==> src/verilog/rpw_pkg.sv <==
// Purpose: shared constants and carriers for the calendar clock window block
// Assumes: 16-bit core data bus, byte strobes, one clock
// Notes:   register selects are one-hot strobes from the core decoder
package rpw_pkg;
   // ---------------------------------------------------------------
   // field positions
   // ---------------------------------------------------------------
   localparam int PTR_LSB = 8;
   localparam int PTR_MSB = 9;
   localparam int WREN_BIT = 13;
   // ---------------------------------------------------------------
   // key values and reset values
   // ---------------------------------------------------------------
   localparam logic [7:0] KEY_FIRST = 8'h55;
   localparam logic [7:0] KEY_SECOND = 8'hAA;
   localparam logic [15:0] CFG_RST = 16'h0000;
   localparam logic [7:0] FIELD_RST = 8'h00;
   localparam logic [1:0] PTR_ZERO = 2'h0;
   // cycles allowed between key completion and enable set
   localparam int UNLOCK_WIN_CYC = 1;

   typedef enum logic [1:0] {
      RPW_SEL_MINSEC,
      RPW_SEL_WDHR,
      RPW_SEL_MODAY,
      RPW_SEL_YEAR
   } rpw_sel_t;

   // one core bus access
   typedef struct packed {
      logic        wr;
      logic        rd;
      logic [1:0]  be;    // bit1 high byte, bit0 low byte
      logic [15:0] wdata;
   } rpw_acc_t;

   // register selects of one access
   typedef struct packed {
      logic cfg;
      logic tval;
      logic acfg;
      logic aval;
      logic key;
   } rpw_sel_strb_t;
endpackage

==> src/verilog/rpw_window.sv <==
// Purpose: pointer windows onto time and alarm fields, with write lock
// Assumes: one access per cycle; read data registered one cycle later
// Notes:   time fields are held here; the tick logic loads them elsewhere
//
// Functional notes
// RQ1 - time pointer is config bits 9 to 8
// RQ2 - time map: min/sec, wd/hr, mon/day, year
// RQ3 - time high-byte write decrements pointer, stops at zero
// RQ4 - at zero, stays minutes/seconds until reloaded
// RQ5 - alarm pointer is alarm config bits 9 to 8
// RQ6 - alarm map: min/sec, wd/hr, mon/day, none
// RQ7 - alarm high-byte write decrements, holds at zero
// RQ8 - any alarm window read decrements alarm pointer
// RQ9 - any time window read decrements time pointer
// RQ10 - time writes blocked unless write enable set
// RQ11 - enable set only one cycle after unlock
// RQ12 - software writes 55h, AAh, then sets enable
// RQ13 - software keeps enable clear when idle
// RQ14 - unmapped window lanes read zero, ignore writes
module rpw_window
   import rpw_pkg::*;
(
   input  wire logic          i_mclk,
   input  wire logic          i_sys_rst,
   input  wire rpw_acc_t      i_acc,
   input  wire rpw_sel_strb_t i_sel,
   output logic [15:0]        o_rdata,
   output logic [1:0]         o_time_ptr,
   output logic [1:0]         o_alarm_ptr,
   output logic               o_time_write_enable,
   output logic [7:0]         o_time_fields [7],
   output logic [7:0]         o_alarm_fields [6]
);
   // ---------------------------------------------------------------
   // state
   // ---------------------------------------------------------------
   logic [15:0] clk_cfg_r;
   logic [15:0] alm_cfg_r;
   logic [7:0]  tfield_r [7];   // sec,min,hr,wd,day,mon,year
   logic [7:0]  afield_r [6];   // sec,min,hr,wd,day,mon
   // key sequence progress
   typedef enum logic [1:0] {
      KEY_IDLE,
      KEY_GOT_FIRST,
      KEY_OPEN
   } rpw_key_t;
   rpw_key_t    key_state_r;
   rpw_key_t    key_state_nxt;
   logic [15:0] rdata_r;
   logic [1:0]  tptr;
   logic [1:0]  aptr;
   logic        t_wr;
   logic        a_wr;
   logic        t_rd;
   logic        a_rd;
   logic        key_wr;
   logic        key_ok;

   assign tptr = clk_cfg_r[PTR_MSB:PTR_LSB]; // RQ1
   assign aptr = alm_cfg_r[PTR_MSB:PTR_LSB]; // RQ5
   assign t_wr = i_acc.wr && i_sel.tval;
   assign a_wr = i_acc.wr && i_sel.aval;
   assign t_rd = i_acc.rd && i_sel.tval;
   assign a_rd = i_acc.rd && i_sel.aval;
   assign key_wr = i_acc.wr && i_sel.key && i_acc.be[0];
   assign key_ok = (key_state_r == KEY_OPEN);

   // low/high field index for a pointer; 7 means no register
   function automatic logic [2:0] lo_idx(input logic [1:0] p);
      case (p)
         RPW_SEL_MINSEC: lo_idx = 3'd0;
         RPW_SEL_WDHR:   lo_idx = 3'd2;
         RPW_SEL_MODAY:  lo_idx = 3'd4;
         default:        lo_idx = 3'd6;
      endcase
   endfunction

   function automatic logic [2:0] hi_idx(input logic [1:0] p);
      case (p)
         RPW_SEL_MINSEC: hi_idx = 3'd1;
         RPW_SEL_WDHR:   hi_idx = 3'd3;
         RPW_SEL_MODAY:  hi_idx = 3'd5;
         default:        hi_idx = 3'd7;
      endcase
   endfunction

   function automatic logic [1:0] dec_ptr(input logic [1:0] p);
      dec_ptr = (p == PTR_ZERO) ? PTR_ZERO : p - 2'd1;
   endfunction

   // ---------------------------------------------------------------
   // unlock sequence
   // ---------------------------------------------------------------
   // any cycle other than the expected next step drops the sequence
   always_comb begin
      key_state_nxt = KEY_IDLE; // RQ11
      case (key_state_r)
         KEY_GOT_FIRST: begin
            if (key_wr && i_acc.wdata[7:0] == KEY_SECOND) begin
               key_state_nxt = KEY_OPEN;
            end
         end
         default: begin
            key_state_nxt = KEY_IDLE;
         end
      endcase
      // a fresh first key restarts from any state
      if (key_wr && i_acc.wdata[7:0] == KEY_FIRST) begin
         key_state_nxt = KEY_GOT_FIRST;
      end
   end

   always_ff @(posedge i_mclk) begin
      if (i_sys_rst) begin
         key_state_r <= KEY_IDLE;
      end else begin
         key_state_r <= key_state_nxt;
      end
   end

   // ---------------------------------------------------------------
   // clock configuration: pointer and write enable
   // ---------------------------------------------------------------
   always_ff @(posedge i_mclk) begin
      if (i_sys_rst) begin
         clk_cfg_r <= CFG_RST;
      end else if (i_acc.wr && i_sel.cfg) begin
         if (i_acc.be[0]) begin
            clk_cfg_r[7:0] <= i_acc.wdata[7:0];
         end
         if (i_acc.be[1]) begin
            clk_cfg_r[PTR_MSB:PTR_LSB] <= i_acc.wdata[PTR_MSB:PTR_LSB];
            // clearing always allowed, setting only while unlocked
            clk_cfg_r[WREN_BIT] <= i_acc.wdata[WREN_BIT]
                                   && (clk_cfg_r[WREN_BIT] || key_ok); // RQ11
            clk_cfg_r[15:14] <= i_acc.wdata[15:14];
            clk_cfg_r[12:10] <= i_acc.wdata[12:10];
         end
      end else if ((t_wr && i_acc.be[1]) || t_rd) begin
         clk_cfg_r[PTR_MSB:PTR_LSB] <= dec_ptr(tptr); // RQ3 RQ9 RQ4
      end
   end

   // ---------------------------------------------------------------
   // alarm configuration: pointer
   // ---------------------------------------------------------------
   always_ff @(posedge i_mclk) begin
      if (i_sys_rst) begin
         alm_cfg_r <= CFG_RST;
      end else if (i_acc.wr && i_sel.acfg) begin
         if (i_acc.be[0]) begin
            alm_cfg_r[7:0] <= i_acc.wdata[7:0];
         end
         if (i_acc.be[1]) begin
            alm_cfg_r[15:8] <= i_acc.wdata[15:8];
         end
      end else if ((a_wr && i_acc.be[1]) || a_rd) begin
         alm_cfg_r[PTR_MSB:PTR_LSB] <= dec_ptr(aptr); // RQ7 RQ8
      end
   end

   // ---------------------------------------------------------------
   // field storage
   // ---------------------------------------------------------------
   genvar g;
   generate
      for (g = 0; g < 7; g++) begin : g_tf
         always_ff @(posedge i_mclk) begin
            if (i_sys_rst) begin
               tfield_r[g] <= FIELD_RST;
            end else if (t_wr && clk_cfg_r[WREN_BIT]) begin // RQ10
               if (i_acc.be[0] && lo_idx(tptr) == 3'(g)) begin // RQ2
                  tfield_r[g] <= i_acc.wdata[7:0];
               end else if (i_acc.be[1] && hi_idx(tptr) == 3'(g)) begin
                  tfield_r[g] <= i_acc.wdata[15:8]; // RQ14
               end
            end
         end
      end
      for (g = 0; g < 6; g++) begin : g_af
         always_ff @(posedge i_mclk) begin
            if (i_sys_rst) begin
               afield_r[g] <= FIELD_RST;
            end else if (a_wr) begin
               if (i_acc.be[0] && lo_idx(aptr) == 3'(g)) begin // RQ6
                  afield_r[g] <= i_acc.wdata[7:0];
               end else if (i_acc.be[1] && hi_idx(aptr) == 3'(g)) begin
                  afield_r[g] <= i_acc.wdata[15:8];
               end
            end
         end
      end
   endgenerate

   // ---------------------------------------------------------------
   // read data
   // ---------------------------------------------------------------
   function automatic logic [7:0] tget(input logic [2:0] i);
      tget = (i < 3'd7) ? tfield_r[i] : 8'h00; // RQ14
   endfunction

   function automatic logic [7:0] aget(input logic [2:0] i);
      aget = (i < 3'd6) ? afield_r[i] : 8'h00; // RQ14
   endfunction

   always_ff @(posedge i_mclk) begin
      if (i_sys_rst) begin
         rdata_r <= 16'h0000;
      end else if (t_rd) begin
         rdata_r <= {tget(hi_idx(tptr)), tget(lo_idx(tptr))}; // RQ2
      end else if (a_rd) begin
         rdata_r <= {aget(hi_idx(aptr)), aget(lo_idx(aptr))}; // RQ6
      end else if (i_acc.rd && i_sel.cfg) begin
         rdata_r <= clk_cfg_r;
      end else if (i_acc.rd && i_sel.acfg) begin
         rdata_r <= alm_cfg_r;
      end else if (i_acc.rd) begin
         rdata_r <= 16'h0000;
      end
   end

   assign o_rdata = rdata_r;
   assign o_time_ptr = tptr;
   assign o_alarm_ptr = aptr;
   assign o_time_write_enable = clk_cfg_r[WREN_BIT];
   assign o_time_fields = tfield_r;
   assign o_alarm_fields = afield_r;
endmodule
==> config.mk <==
export PLATFORM = sky130hd
export DESIGN_NAME = rpw_window
export DESIGN_NICKNAME = d
export VERILOG_FILES = /design/src/verilog/rpw_pkg.sv /design/src/verilog/rpw_window.sv
export SDC_FILE = /design/constraint.sdc
export NUM_CORES = 1
export LEC_CHECK = 0
export BUFFER_PORTS_ARGS = -buffer_cell sky130_fd_sc_hd__buf_2
export CAP_MARGIN = 40
export CORE_AREA = 4 4 118 131
export CTS_CLUSTER_DIAMETER = 30
export DETAILED_ROUTE_END_ITERATION = 10
export DIE_AREA = 0 0 122 135
export GPL_TIMING_DRIVEN = 0
export PLACE_DENSITY_LB_ADDON = 0.1
export SYNTH_ARGS = -nofsm -noshare
export SYNTH_HDL_FRONTEND = slang
export SYNTH_SLANG_ARGS = --single-unit
==> constraint.sdc <==
create_clock -name i_mclk -period 1.75 [get_ports i_mclk]
set_input_delay 0.0875 -clock i_mclk [delete_from_list [all_inputs] [get_ports i_mclk]]
set_output_delay 0.0875 -clock i_mclk [all_outputs]
set_load 0.005 [all_outputs]
After elaboration in Yosys (flattened, before gate mapping)

Index checks and enable logic that the tools add are counted.

Register bits: 154
Input bits: 27
Word-level logic and storage cells: 271

Add/subtract/negate cells: 2
$lt $le $gt $ge: 8
Eq/ne operators: 32
Muxes and demuxes: 115
Bitwise operators: 5
Reductions and logical operators: 87

Operator list:

| kind                                                               | count |
|---|---|
| 8-bit 2-to-1 mux                                                   | 38 |
| 3-bit 2-to-1 mux                                                   | 53 |
| 8-bit binary-select mux with 3-bit select                          | 4 |
| 16-bit 2-to-1 mux                                                  | 5 |
| 1-bit logical AND                                                  | 42 |
| 2-bit AND reduction                                                | 19 |
| 3-bit case mux with 3 select lines                                 | 4 |
| 3-bit == test, second input constant                               | 10 |
| 2-bit nonzero test                                                 | 15 |
| 3-bit by 2-bit == test with 1-bit output, second input constant    | 8 |
| 2-bit 2-to-1 mux                                                   | 9 |
| 4-bit >= comparator, second input constant                         | 4 |
| 3-bit NOT with 4-bit output                                        | 4 |
| 3-bit by 1-bit == test with 1-bit output, second input constant    | 4 |
| 3-bit logical NOT                                                  | 4 |
| 3-bit less-than comparator, second input constant                  | 4 |
| 8-bit by 7-bit == test with 1-bit output, second input constant    | 1 |
| 8-bit == test, second input constant                               | 1 |
| 2-bit by 1-bit == test with 1-bit output, second input constant    | 3 |
| 2-bit == test, second input constant                               | 3 |
| 5-bit nonzero test                                                 | 1 |
| 2-bit logical NOT                                                  | 2 |
| 2-bit inequality test, second input constant                       | 2 |
| 2-bit by 1-bit subtractor with 2-bit output, second input constant | 2 |
| 4 further kinds                                                    | 7 |

Depth between registers and ports, before layout

Gate-level depths: netlist of the first run.

Depth after elaboration: 13
Gate-level depth with buffers: 6
Gate-level depth less buffers: 4

Worst setup path after synthesis of the first run

Ideal clock, no wire load.

Path type: register to register
From: register clk_cfg_r[8]
To: register tfield_r (netlist bit o_time_fields[24])
Setup time: 128 ps
Arrival time: 1375 ps
Required time: 1622 ps
Setup slack: 248 ps
Cell stages (with the launch flop): 6
Path buffers: 1
Clock period less this slack: 1502 ps
Cells stage by stage: dfxtp_1 buf_6 inv_2 nor4_4 mux2i_1 nor2_1

Longest elaborated chain between the ends: 9
Elaborated cells between the ends (all ways): 17

RTL lines:

| item                                     | RTL line                           | text |
|---|---|---|
| from (decl)                              | rpw_window.sv:37                   | `logic [15:0] clk_cfg_r;` |
| from (signal, indexed assignment)        | rpw_window.sv:132                  | `clk_cfg_r[PTR_MSB:PTR_LSB] <= i_acc.wdata[PTR_MSB:PTR_LSB];` |
| from (signal, indexed assignment)        | rpw_window.sv:134                  | `clk_cfg_r[WREN_BIT] <= i_acc.wdata[WREN_BIT]` |
| from (signal, indexed assignment)        | rpw_window.sv:140                  | `clk_cfg_r[PTR_MSB:PTR_LSB] <= dec_ptr(tptr);` |
| 2-bit == test (tied with other cells)    | rpw_window.sv:70, rpw_window.sv:79 |  |
| 3-bit case mux with 3 select lines       | rpw_window.sv:79                   | `case (p)` |
| 3-bit 2-to-1 mux                         | rpw_window.sv:172                  | `if (i_acc.be[0] && lo_idx(tptr) == 3'(g)) begin` |
| 3-bit 2-to-1 mux                         | rpw_window.sv:171                  | `end else if (t_wr && clk_cfg_r[WREN_BIT]) begin` |
| 3-bit 2-to-1 mux                         | rpw_window.sv:169                  | `if (i_sys_rst) begin` |
| 3-bit by 2-bit == test with 1-bit output | rpw_window.sv:174                  | `end else if (i_acc.be[1] && hi_idx(tptr) == 3'(g)) begin` |
| 1-bit logical AND                        | rpw_window.sv:174                  |  |
| 2-bit nonzero test (no source line)      | -                                  |  |
| 2-bit AND reduction (no source line)     | -                                  |  |
| to (signal, indexed assignment)          | rpw_window.sv:173                  | `tfield_r[g] <= i_acc.wdata[7:0];` |
| to (signal, indexed assignment)          | rpw_window.sv:175                  | `tfield_r[g] <= i_acc.wdata[15:8];` |
| to (decl)                                | rpw_window.sv:39                   | `logic [7:0] tfield_r [7];` |

Parallel ways exist; a longest one is shown, timed or not. The select of a mux whose other input is x is not followed.
A chain may end at the register's enable or synchronous reset.

Final worst setup path of the first run

From: register clk_cfg_r[13]
To: register tfield_r (netlist bit o_time_fields[37])

Longest elaborated chain between the ends: 2

RTL lines:

| item                                 | RTL line |
|---|---|
| 1-bit logical AND                    | rpw_window.sv:171 |
| 2-bit AND reduction (no source line) | - |

Every way passes these cells.

==> results.md, run 1 <==
- The number of antenna violations at the first check in global routing was 0.
- The count of maximum capacitance violations is 0.
- The critical path goes through nand4_1 > buf_2 > nor3_4 > mux2i_1 > nor2_1.
- The synthesized design devotes to its leading area cell type about 44% of total area.
- The number of antenna diodes in the final layout is 0.
- Setup repair after global routing could not meet its margin everywhere.
- The share of the Yosys chip area taken by registers is approximately 44%.
- By area the synthesized netlist is led by sky130_fd_sc_hd__dfxtp_1 44%, sky130_fd_sc_hd__mux2i_1 14%, sky130_fd_sc_hd__nor2_1 5.2%.
- At the pin with the least slew margin, the transition time is roughly 0.74 ns.
- The synthesized design contains 0 enable-type register cells.
- The maximum vdd ir drop is about 0.5 mV.
- The number of global-route vias before repair is ~6300.
- The area growth from synthesis to layout is 25.0%.
- Measured along the x axis, the die boundary spans between 100 and 150 um.
- The clock skew is ~0.0073 ns.
- The netlist uses 44 different library cells.
- The net count of the finished layout is 988.
- The die is between 100 and 150 um tall.
- The number of standard-cell rows in the floorplan is 46.
- The wire length of the first global-routing pass is about 35000 um.
- Summed over all instances, the cell type with the most area after synthesis is sky130_fd_sc_hd__dfxtp_1.
- The floorplan step defined a die boundary enclosing between 15000 and 20000 um2.
- Once layout is complete, the cells apart from fillers number roughly 1200.
- After synthesis, the share of flip-flops with an asynchronous set or reset is 0%.
- The data arrival time of the critical path is 1.95 ns.
- Setup violations remaining at the end of the flow were counted as 0.
- The number of nets with antenna violations after routing is 0.
- The number of port buffers is around 140.
- Dividing the final minimum period by the clock period gives ~95%.
- After routing, the total negative slack on setup checks comes to 0 ns.
- Routability-driven placement finished with a final weighted congestion of 0.871.
- The number of synthesized register bits is ~150.
- The first-pass iteration count of the detailed router is 5.
- The critical path start-end classification is register to register.
- The run finished with clean final reports.
- The via-per-instance ratio is between 5 and 6.
- The clock period minus worst slack is around 1.7 ns.
- The synthesized instance count is a little under 800.
- Dividing the synthesized area by the synthesized cell count gives ~8.8 um2.
- By count the netlist is led by 154 x sky130_fd_sc_hd__dfxtp_1, 100 x sky130_fd_sc_hd__mux2i_1, 96 x sky130_fd_sc_hd__nor2_1, 86 x sky130_fd_sc_hd__nand2_1, 67 x sky130_fd_sc_hd__a21oi_1.
- The total power density per cell area is 924 nW/um2.
- The CTS buffer count is 17.
- Fill cells in the final layout number approximately 1400.
- The global-route usage over all layers is between 20% and 30%.
- The number of I/O pins is 152.
- The TritonCTS sink count is about 150.
- The cell sitting at the root of the clock tree is a sky130_fd_sc_hd__clkbuf_16.
- STA classifies the critical path startpoint as a register.
- In this design, the stage delay of the slowest critical-path cell is 0.48 ns.
- The HPWL after detailed placement is 16300 um.
- The clock-pin slew reported for the worst setup and hold paths after clock tree synthesis is 0.06 ns.
- The worst path meets setup with about 0.09 ns of slack.
- In this run, the number of DRC markers left after iteration 0 of detailed routing was 570.
- The number of nets in the synthesized netlist is just over 800.
- The critical path required time is just over 2 ns.
- Global routing finished with a remaining overflow of 0.
- The average detailed-routed wire length per instance is 19.6 um.
- The post-route netlist has 25.3% of its cells at a drive strength greater than 1.
- The class of the worst hold path is input pin to register.
- The number of warnings printed during yosys synthesis is 0.
- The H-tree was split into 4 levels.
- Among all flip-flop cells after synthesis, the most frequent one is sky130_fd_sc_hd__dfxtp_1.
- The largest net degree at the start of global routing is 17.
- The number of buffer and inverter stages on the critical path is 1.
- For this run, design rule violations remaining after detail routing come to 0.
- The maximum fanout encountered on the critical timing path is 10.
- The design draws 8.03 mW.
- The highest achievable clock rate is approximately 600 MHz.
- The clock tree from TritonCTS is built.
- The number of buffers between clock root and the deepest sink is 2.
- For this design, the slowest cell found on the critical path is sky130_fd_sc_hd__nor3_4.
- The count of placed standard cells including taps is about 1100.
- The kind of cell adding the most delay to the critical path is simple AND/OR/NAND/NOR gates.
- The core area is between 10000 and 15000 um2.
- The number of slew-limit violations in the final report is 0.
- The total standard cell area after synthesis is between 6000 and 7000 um2.
- The final layout contains routed wiring with a total length of between 20000 and 25000 um.
- Summed over all cells, the static leakage comes to approximately 3.7 nW.
- The total count of hold-check failures in the final report is 0.
- The later pin in the worst-skew pair is clocked with a latency of between 0.4 and 0.5 ns.
- Once the floorplan was initialized, standard cells occupied around half of the core.
- At the end of the flow the core is filled with cells to 61.2%.
- The total number of vias is ~6700.
- The normalized max-slew margin is just over 50%.
- In the post-synthesis netlist, the cell with the most instances is sky130_fd_sc_hd__dfxtp_1.
- The worst setup path is captured at a register.
- OpenSTA, run right after detailed placement, puts the worst setup slack at -0.240 ns.
[area by class of cell]
cell class,instances,area (um2),share of cell area (%)
plain buffers,74,350,4.03
clock buffers,25,505,5.81
clock inverters,7,87.6,1.01
inverters,10,37.5,0.432
multi-input cells,553,3570,41.0
flip-flops and latches,154,3090,35.5
well taps,192,240,2.76
repair buffers,151,823,9.47
[power breakdown]
| part | switching (mW) | leakage (nW) | internal, mW | total, mW |
|---|---|---|---|---|
| logic | 0.462 | 2.13 | 0.244 | 0.706 |
| registers | 0.0427 | 1.25 | 3.57 | 3.61 |
| clock network | 1.43 | 0.293 | 2.28 | 3.71 |
[state kept, by name (all words and copies together) (netlist names)]
signal,flops
key_state_r,2
o_alarm_fields,48
o_time_fields,56
o_rdata,16
clk_cfg_r,16
alm_cfg_r,16
[metrics by stage]
stage | hold WS [ns] | cell area, um2
after floorplan | 0.224 | 6950
after global placement | 0.380 | 7900
after detailed placement | 0.381 | 7900
after CTS | 0.0274 | 8660
after global routing | 0.0375 | 8700
final | 0.0519 | 8700
[worst paths after layout]
kind                              startpoint                              to  slack, ns  cells after the start
setup reg to reg  clk_cfg_r[13]$_SDFFE_PP0P_  o_time_fields[37]$_SDFFE_PP0P_       0.09                      5
setup / recovery  clk_cfg_r[13]$_SDFFE_PP0P_  o_time_fields[37]$_SDFFE_PP0P_       0.09                      5
hold / removal                      i_acc[0]       key_state_r[0]$_SDFF_PP0_       0.05                      3
hold reg to reg   clk_cfg_r[15]$_SDFFE_PP0P_      clk_cfg_r[15]$_SDFFE_PP0P_       0.46                      2
[metal layers]
| layer | track usage, % | vias up | part of all wire [%] |
|---|---|---|---|
| li1 | - | 3128 | - |
| met1 | 36.7 | 3225 | 43 |
| met2 | 44.8 | 258 | 48 |
| met3 | 4.57 | 43 | 6.2 |
| met4 | 11.5 | 0 | 2.6 |
| met5 | 0 | - | 0 |
[worst min-delay path, stage by stage]
cell and delay, ns:
sky130_fd_sc_hd__buf_2 0.10, sky130_fd_sc_hd__or4bb_1 0.20, sky130_fd_sc_hd__nor2_1 0.04
[cells in the final DEF (no fill, tap or decap), types with 7 or more instances in the layout]
cell type,netlist,layout
sky130_fd_sc_hd__inv_1,9,9
sky130_fd_sc_hd__a31o_2,8,8
sky130_fd_sc_hd__nand3_1,20,19
sky130_fd_sc_hd__buf_1,7,7
sky130_fd_sc_hd__mux2_2,12,12
sky130_fd_sc_hd__o21ai_0,48,48
sky130_fd_sc_hd__dfxtp_1,154,152
sky130_fd_sc_hd__mux2i_1,100,100
sky130_fd_sc_hd__and3_1,7,7
sky130_fd_sc_hd__o211ai_1,8,8
sky130_fd_sc_hd__a21oi_1,67,67
sky130_fd_sc_hd__clkbuf_16,0,17
sky130_fd_sc_hd__buf_2,16,156
sky130_fd_sc_hd__clkbuf_1,44,41
sky130_fd_sc_hd__dlygate4sd3_1,0,7
sky130_fd_sc_hd__nand3b_1,15,15
sky130_fd_sc_hd__buf_4,7,8
sky130_fd_sc_hd__nor2_1,96,94
sky130_fd_sc_hd__a31oi_1,9,9
sky130_fd_sc_hd__nand2_1,86,85
sky130_fd_sc_hd__nor3b_1,8,8
[timing repair]
action                     4_1_cts  5_1_grt
cloned                           0        0
pin swaps                        2        0
setup endpoints to repair       42       54
hold endpoints to repair         6        0
setup buffers                    2        1
hold buffers                     7        0
gates resized for setup         14       15
[cells by family after synthesis]
group           synth area share (%)
compound gates                  14.8
buf+inv                         5.36
mux                             17.0
simple gates                    18.5
flops                           44.3
(Power assumes the default switching activity.)
==> run 2: changes to the inputs <==
RECOVER_POWER = 25   (was unset)
==> run 2 against run 1 <==
Against the previous run:
- core utilization is 0.26 points lower
- maximum frequency is 0.18% lower
- die area did not move
- cell area is 0.42% lower
- critical path depth unchanged
- flip-flop and latch count unchanged
- global-route usage stayed put
- clock-buffer cell count stayed put
- sequential share of layout area increased by 0.15 points
- critical path type unchanged
- critical endpoint is now o_rdata[4]$_SDFFE_PP0P_
==> results.md, run 2 (synthesis results as in run 1) <==
- Outcome: completed (unchanged).
- The layout cell share with drive strength beyond 1 is 22.3% (was 25.3%).
- The area of the die is 16500 um2 (unchanged).
- The number of diodes added for antenna fixing is 0 (unchanged).
- The number of filler cells placed in the layout is 1366 (was 1350).
- The number of buffers between clock root and the deepest sink is 2 (unchanged).
- The total power density per cell area is 928 nW/um2 (was 924 nW/um2).
- The half-perimeter wire length of the detailed placement result came to 16300 um (unchanged).
- The clock tree from TritonCTS was built (unchanged).
- The clock-pin slew reported for the worst setup and hold paths after clock tree synthesis is 0.06 ns (about the same).
- The number of cells on the worst reg-to-reg path is 5 (unchanged).
- The die width is 122 um (unchanged).
- The final routed wirelength across all metal layers was 22800 um (about the same).
- The class of the worst hold path is input pin to register (unchanged).
- The number of flip-flops in the largest register is 56 (unchanged).
- The data arrival time of the critical path is 1.96 ns (was 1.95 ns).
- The net count of the finished layout came to 988 (unchanged).
- The number of slew-limit violations in the final report came to 0 (unchanged).
- The floorplan die height is 135 um (unchanged).
- The placer congestion estimate came to 0.871 (unchanged).
- The kind of end point of the critical path is a register (unchanged).
- The transition time of the tightest slew-check pin is 0.760 ns (was 0.739 ns).
- The global-route usage over all layers is 27.7% (unchanged).
- The maximum fanout encountered on the critical timing path is 10 (unchanged).
- The average detailed-routed wire length per instance is 19.5 um (was 19.6 um).
- The critical register-to-register path startpoint is clk_cfg_r[9]$_SDFFE_PP0P_ (was clk_cfg_r[13]$_SDFFE_PP0P_).
- The highest achievable clock rate is 601 MHz (was 602 MHz).
- The final worst hold slack is 0.0480 ns (was 0.0519 ns).
- The number of global-route vias before repair came to 6304 (unchanged).
- The first-pass iteration count of the detailed router is 5 (unchanged).
- The number of antenna violations at the first check in global routing is 0 (unchanged).
- The TritonCTS sink count came to 154 (unchanged).
- The core area is 14200 um2 (unchanged).
- The total number of vias was 6622 (was 6654).
- The critical path required time is 2.04 ns (was 2.03 ns).
- The number of I/O pins is 152 (unchanged).
- The count of placed standard cells including taps was 1125 (unchanged).
- The DRC violation total after the first TritonRoute iteration is 607 (was 570).
- The hold path startpoint is i_acc[0] (unchanged).
- The most common library cell in the layout ignoring fill and taps is sky130_fd_sc_hd__dfxtp_1 (was sky130_fd_sc_hd__buf_2).
- The instance count along the most critical hold path was 3 (unchanged).
- The number of standard-cell rows in the floorplan is 46 (unchanged).
- The normalized max-slew margin is 49.3% (was 50.7%).
- The highest-delay cell along the critical path was sky130_fd_sc_hd__dfxtp_1 (was sky130_fd_sc_hd__nor3_4).
- The clock period minus worst slack is 1.66 ns (about the same).
- The sum of negative setup slack is 0 ns (unchanged).
- The startpoint type of the worst setup path is a register (unchanged).
- The final clock period utilization by the worst path is 95.1% (was 94.9%).
- The total design power is 8.04 mW (was 8.03 mW).
- The number of design rule violations left after detail routing is 0 (unchanged).
- The clock skew came to 0.00707 ns (was 0.00728 ns).
- The area growth from synthesis to layout is 24.5% (was 25.0%).
- The critical path start-end classification is register to register (unchanged).
- The delay of the slowest cell on the worst path came to 0.39 ns (was 0.48 ns).
- The setup slack of the most critical reg-to-reg path is 0.09 ns (about the same).
- Ordered list of cells on the worst path: buf_6 > buf_4 > mux2_2 > o221ai_1 > o32ai_1 (was nand4_1 > buf_2 > nor3_4 > mux2i_1 > nor2_1).
- The CTS buffer count is 17 (unchanged).
- The count of maximum capacitance violations is 0 (unchanged).
- The total count of hold-check failures in the final report is 0 (unchanged).
- The total grt overflow is 0 (unchanged).
- The via-per-instance ratio came to 5.68 (was 5.71).
- The endpoint of the worst-slack reg-to-reg timing path is o_rdata[4]$_SDFFE_PP0P_ (was o_time_fields[37]$_SDFFE_PP0P_).
- Most frequent cells in the layout: 152 x sky130_fd_sc_hd__dfxtp_1, 127 x sky130_fd_sc_hd__buf_2, 100 x sky130_fd_sc_hd__mux2i_1, 94 x sky130_fd_sc_hd__nor2_1, 85 x sky130_fd_sc_hd__nand2_1 (was 156 x sky130_fd_sc_hd__buf_2, 152 x sky130_fd_sc_hd__dfxtp_1, 100 x sky130_fd_sc_hd__mux2i_1, 94 x sky130_fd_sc_hd__nor2_1, 85 x sky130_fd_sc_hd__nand2_1).
- The leakage power is 3.55 nW (was 3.67 nW).
- The maximum vdd ir drop is 0.515 mV (about the same).
- Setup repair after global routing missed its margin: yes (unchanged).
- The clock tree root buffer cell is sky130_fd_sc_hd__clkbuf_16 (unchanged).
- The count of non-filler cells in the finished layout is 1166 (unchanged).
- The number of port buffers is 141 (unchanged).
- The end point of the most critical hold path is key_state_r[0]$_SDFF_PP0_ (unchanged).
- The wire length of the first global-routing pass is 34800 um (unchanged).
- The setup violation total in the final timing report is 0 (unchanged).
- The largest net degree at the start of global routing is 17 (unchanged).
- The number of nets with antenna violations after routing is 0 (unchanged).
- The clock latency of the later-clocked register in the worst-skew pair is 0.43 ns (was 0.42 ns).
- The level count of the clock H-tree is 4 (unchanged).
- The starting utilization of the core area is 48.9% (unchanged).
[run 2: cell types whose count changed in the layout (fill, tap and decap cells not counted), sizes merged]
| cell | before | now |
|---|---|---|
| clkbuf | 67 | 94 |
| buf | 176 | 149 |
[run 2: cell type report]
type	instances	area, um2	area share [%]
flip-flops and latches	154	3090	35.6
plain buffers	74	349	4.03
clock inverters	7	87.6	1.01
repair buffers	151	788	9.10
multi-input cells	553	3570	41.2
well taps	192	240	2.77
inverters	10	37.5	0.433
clock buffers	25	505	5.84
[run 2: report_power, final]
group / internal, mW / switching [mW] / leakage, nW
logic: 0.241 / 0.462 / 2.01
clock network: 2.28 / 1.44 / 0.293
registers: 3.57 / 0.0430 / 1.25
[run 2: layer usage]
layer | track usage, % | share of wire [%]
met3 | 4.57 | 6.0
met5 | 0 | 0
met4 | 11.5 | 2.9
met2 | 44.8 | 48
met1 | 36.7 | 43
[run 2: critical path, delay by kind of cell (launching register included)]
family	cells	cell delay, ns
AOI/OAI and AO/OA	2	0.35
muxes	1	0.36
DFF	1	0.39
buffers and inverters	2	0.42
[run 2: timing repair]
| item | CTS | global route |
|---|---|---|
| setup endpoints to repair | 42 | 54 |
| setup buffers | 2 | 1 |
| endpoints found under the hold margin | 6 | 0 |
| hold buffers | 7 | 0 |
| pin swaps | 2 | 0 |
| gates cloned | 0 | 0 |
| resized for setup | 14 | 15 |
[run 2: worst max path at each step]
stage | start | endpoint | slack (ns) | cells past startpoint
after detailed placement | alm_cfg_r[8]$_SDFFE_PP0P_ | o_rdata[1]$_SDFFE_PP0P_ | -0.24 | 6
after floorplan | clk_cfg_r[8]$_SDFFE_PP0P_ | o_time_fields[24]$_SDFFE_PP0P_ | 0.25 | 5
final | clk_cfg_r[9]$_SDFFE_PP0P_ | o_rdata[4]$_SDFFE_PP0P_ | 0.09 | 5
after global placement | alm_cfg_r[8]$_SDFFE_PP0P_ | o_rdata[1]$_SDFFE_PP0P_ | -0.23 | 6
after global routing | clk_cfg_r[13]$_SDFFE_PP0P_ | o_time_fields[37]$_SDFFE_PP0P_ | -0.006 | 5
after CTS | clk_cfg_r[9]$_SDFFE_PP0P_ | o_time_fields[1]$_SDFFE_PP0P_ | 0.008 | 6
[run 2: through the flow]
stage / utilization [%] / instance area, um2 / setup WS, ns
floorplan: - / 6950 / 0.248
global route: 60.9 / 8660 / -0.00635
detailed placement: 55.6 / 7900 / -0.240
CTS: 60.9 / 8660 / 0.00793
global placement: 55.6 / 7900 / -0.232
finish: 60.9 / 8660 / 0.0854
==> run 3: changes to the inputs <==
ABC_AREA = 1   (was unset)
CORE_AREA = 4 4 116 129   (was 4 4 118 131)
DIE_AREA = 0 0 120 133   (was 0 0 122 135)
==> run 3 against run 2 <==
Against the previous run:
- largest cell class unchanged
- critical path depth grew 2
- first-iteration DRC count grew 30%
- synthesized cell count grew 22%
- largest power group unchanged
- maximum frequency grew 1.0%
==> results.md, run 3 <==
- Outcome: completed (unchanged).
- The most common library cell in the layout ignoring fill and taps is sky130_fd_sc_hd__nand2_1 (was sky130_fd_sc_hd__dfxtp_1).
- The most common cell in the synthesized netlist is sky130_fd_sc_hd__nand2_1 (was sky130_fd_sc_hd__dfxtp_1).
- The number of flip-flops in the largest register is 56 (unchanged).
- The critical register-to-register path startpoint is clk_cfg_r[8]$_SDFFE_PP0P_ (was clk_cfg_r[9]$_SDFFE_PP0P_).
- The clock period minus worst slack is 1.65 ns (was 1.66 ns).
- The number of port buffers is 151 (was 141).
- The count of placed standard cells including taps is 1303 (was 1125).
- The number of cells on the worst reg-to-reg path is 7 (was 5).
- The level count of the clock H-tree is 4 (unchanged).
- The number of I/O pins is 152 (unchanged).
- The most used flip-flop cell after synthesis was sky130_fd_sc_hd__dfxtp_1 (unchanged).
- The area of the die is 16000 um2 (was 16500 um2).
- The critical path required time is 2.11 ns (was 2.04 ns).
- The instance count along the most critical hold path came to 3 (unchanged).
- The number of buffers between clock root and the deepest sink was 2 (unchanged).
- The hold path startpoint was i_acc[6] (was i_acc[0]).
- Most frequent cells in the layout: 189 x sky130_fd_sc_hd__nand2_1, 153 x sky130_fd_sc_hd__dfxtp_1, 143 x sky130_fd_sc_hd__nor2_1, 134 x sky130_fd_sc_hd__buf_2, 132 x sky130_fd_sc_hd__o21ai_0 (was 152 x sky130_fd_sc_hd__dfxtp_1, 127 x sky130_fd_sc_hd__buf_2, 100 x sky130_fd_sc_hd__mux2i_1, 94 x sky130_fd_sc_hd__nor2_1, 85 x sky130_fd_sc_hd__nand2_1).
- The number of synthesized register bits came to 154 (unchanged).
- The clock latency of the later-clocked register in the worst-skew pair was 0.43 ns (about the same).
- The clock tree from TritonCTS is built (unchanged).
- The kind of end point of the critical path is a register (unchanged).
- The library cell occupying the most area in the post-synthesis netlist was sky130_fd_sc_hd__dfxtp_1 (unchanged).
- The first-pass iteration count of the detailed router is 6 (was 5).
- Top post-synthesis cells by area: sky130_fd_sc_hd__dfxtp_1 46%, sky130_fd_sc_hd__nand2_1 11%, sky130_fd_sc_hd__o21ai_0 9.8% (was sky130_fd_sc_hd__dfxtp_1 44%, sky130_fd_sc_hd__mux2i_1 14%, sky130_fd_sc_hd__nor2_1 5.2%).
- The normalized max-slew margin was 59.3% (was 49.3%).
- The average detailed-routed wire length per instance is 17.9 um (was 19.5 um).
- The clock-pin slew reported for the worst setup and hold paths after clock tree synthesis is 0.06 ns (about the same).
- The delay of the slowest cell on the worst path is 0.35 ns (was 0.39 ns).
- The net count of the finished layout is 1173 (was 988).
- The area growth from synthesis to layout is 25.1% (was 24.5%).
- The clock tree root buffer cell is sky130_fd_sc_hd__clkbuf_16 (unchanged).
- The total grt overflow is 0 (unchanged).
- The startpoint type of the worst setup path is a register (unchanged).
- The layout cell share with drive strength beyond 1 is 19.2% (was 22.3%).
- The async set or reset register ratio after synthesis is 0% (unchanged).
- The maximum vdd ir drop was 0.673 mV (was 0.515 mV).
- The total count of hold-check failures in the final report is 0 (unchanged).
- The highest-delay cell along the critical path is sky130_fd_sc_hd__dfxtp_1 (unchanged).
- The setup violation total in the final timing report was 0 (unchanged).
- The post-layout utilization of the core came to 61.7% (was 60.9%).
- The highest achievable clock rate was 607 MHz (was 601 MHz).
- The start point of the critical path is clk_cfg_r[8]$_SDFFE_PP0P_ (was clk_cfg_r[9]$_SDFFE_PP0P_).
- The floorplan die height is 133 um (was 135 um).
- The number of enable flip-flop cells after synthesis came to 0 (unchanged).
- The post-synthesis cell type count was 29 (was 44).
- The critical path start-end classification is register to register (unchanged).
- The largest net degree at the start of global routing is 17 (unchanged).
- The mean instance size in the synthesized netlist came to 7.00 um2 (was 8.78 um2).
- The number of global-route vias before repair is 6954 (was 6304).
- The number of nets with antenna violations after routing is 0 (unchanged).
- The number of antenna violations at the first check in global routing is 2 (was 0).
- Most instantiated cells after synthesis: 189 x sky130_fd_sc_hd__nand2_1, 154 x sky130_fd_sc_hd__dfxtp_1, 144 x sky130_fd_sc_hd__nor2_1, 132 x sky130_fd_sc_hd__o21ai_0, 103 x sky130_fd_sc_hd__a21oi_1 (was 154 x sky130_fd_sc_hd__dfxtp_1, 100 x sky130_fd_sc_hd__mux2i_1, 96 x sky130_fd_sc_hd__nor2_1, 86 x sky130_fd_sc_hd__nand2_1, 67 x sky130_fd_sc_hd__a21oi_1).
- The global-route usage over all layers came to 29.9% (was 27.7%).
- The total standard cell area after synthesis was 6750 um2 (was 6950 um2).
- The maximum fanout encountered on the critical timing path is 10 (unchanged).
- The TritonCTS sink count came to 154 (unchanged).
- The number of design rule violations left after detail routing is 0 (unchanged).
- The half-perimeter wire length of the detailed placement result was 17400 um (was 16300 um).
- Setup repair after global routing missed its margin: no (was yes).
- The number of slew-limit violations in the final report is 0 (unchanged).
- The core area is 13700 um2 (was 14200 um2).
- The via-per-instance ratio was 5.48 (was 5.68).
- The data arrival time of the critical path came to 2.01 ns (was 1.96 ns).
- The placer congestion estimate came to 0.993 (was 0.871).
- The clock skew is 0.00857 ns (was 0.00707 ns).
- The class of the worst hold path is input pin to register (unchanged).
- The top-area cell type share of the netlist area came to 45.7% (was 44.3%).
- The leakage power is 3.81 nW (was 3.55 nW).
- The synthesized instance count is 964 (was 792).
- The count of non-filler cells in the finished layout came to 1348 (was 1166).
- Ordered list of cells on the worst path: buf_4 > inv_2 > nor2_4 > nand3_2 > inv_2 > o21ai_1 > a21oi_1 (was buf_6 > buf_4 > mux2_2 > o221ai_1 > o32ai_1).
- The cell occurring most often along the worst timing path is sky130_fd_sc_hd__inv_2.
- The starting utilization of the core area was 49.3% (was 48.9%).
- The number of warnings printed during yosys synthesis is 0 (unchanged).
- The sequential cell area fraction in the yosys report is 45.7% (was 44.3%).
- The die width is 120 um (was 122 um).
- The final routed wirelength across all metal layers is 24100 um (was 22800 um).
- The wire length of the first global-routing pass is 37000 um (was 34800 um).
- The CTS buffer count is 17 (unchanged).
- The final clock period utilization by the worst path is 94.2% (was 95.1%).
- The count of maximum capacitance violations is 0 (unchanged).
- The net count of the mapped netlist was 991 (was 819).
- The transition time of the tightest slew-check pin is 0.610 ns (was 0.760 ns).
- The total power density per cell area came to 987 nW/um2 (was 928 nW/um2).
- The DRC violation total after the first TritonRoute iteration came to 790 (was 607).
- The number of standard-cell rows in the floorplan was 45 (was 46).
- The total number of vias came to 7391 (was 6622).
-- run 3: cell count changes after synthesis, moves of 12 or more --
cell                       previous run  this run
sky130_fd_sc_hd__nand2_1             86       189
sky130_fd_sc_hd__clkbuf_1            44        23
sky130_fd_sc_hd__mux2_2              12         0
sky130_fd_sc_hd__nand3b_1            15         0
sky130_fd_sc_hd__mux2i_1            100         0
sky130_fd_sc_hd__nand3_1             20        86
sky130_fd_sc_hd__inv_2                1        22
sky130_fd_sc_hd__inv_1                9        39
sky130_fd_sc_hd__o21ai_0             48       132
sky130_fd_sc_hd__a21oi_1             67       103
sky130_fd_sc_hd__nor2_1              96       144
-- run 3: layer usage --
layer  up-vias  part of all wire (%)  GRT usage, %
li1       3568                     -             -
met1      3349                    41          38.1
met2       408                    46          48.6
met3        64                   9.2          5.99
met4         2                   3.9          13.7
met5         -                 0.046             0
-- run 3: report_power, final --
group / leakage [nW] / internal, mW / switching (mW) / total [mW]
Combinational: 2.26 / 0.268 / 0.601 / 0.869
Sequential: 1.25 / 3.60 / 0.0619 / 3.66
Clock: 0.297 / 2.39 / 1.41 / 3.80
-- run 3: kinds of logic (layout without fill, tap and decap cells) --
| kind of cell | after synthesis | in the layout | share of synthesized area (%) |
|---|---|---|---|
| AO/OA/AOI/OAI | 258 | 258 | 19.5 |
| buffers and inverters | 111 | 306 | 7.08 |
| flip-flops | 154 | 154 | 45.7 |
| AND/OR/NAND/NOR | 441 | 441 | 27.8 |
| other | 0 | 1 | 0 |
-- run 3: area by class of cell --
| cell class | instances | area (um2) |
|---|---|---|
| Sequential cell | 154 | 3080 |
| Fill cell | 1359 | 5240 |
| Inverter | 64 | 245 |
| Multi-Input combinational cell | 699 | 3190 |
| Timing Repair Buffer | 163 | 832 |
| Buffer | 47 | 243 |
| Clock inverter | 7 | 113 |
| Clock buffer | 25 | 495 |
| Tap cell | 188 | 235 |
| Antenna cell | 1 | 2.50 |
-- run 3: worst paths after layout --
check | to | slack (ns)
worst min-delay path | key_state_r[0]$_SDFF_PP0_ | 0.01
worst max-delay path | o_time_fields[25]$_SDFFE_PP0P_ | 0.10
worst max register to register | o_time_fields[25]$_SDFFE_PP0P_ | 0.10
worst min register to register | alm_cfg_r[4]$_SDFFE_PP0P_ | 0.46
-- run 3: repair_timing --
item,4_1_cts,5_1_grt
endpoints found under the hold margin,6,0
pin swaps,1,2
hold buffers,6,0
resized for setup,0,9
setup endpoints to repair,3,14
setup buffers,1,5
-- run 3: worst max-delay path, delay by kind of cell (launching register included) --
kind / cells / cell delay (ns)
flops: 1 / 0.35
buf+inv: 3 / 0.50
compound gates: 2 / 0.21
simple gates: 2 / 0.51
-- run 3: through the flow --
step	hold slack (ns)	setup TNS (ns)	worst slack, ns	area [um2]	power, mW
after floorplan	0.164	0	0.420	6750	4.20
after global placement	0.380	0	0.00947	7740	4.54
after detailed placement	0.376	-0.0108	-0.00553	7740	4.55
after CTS	0.00409	0	0.0359	8420	8.30
after global routing	0.0245	0	0.00691	8440	8.57
final	0.00991	0	0.102	8440	8.33
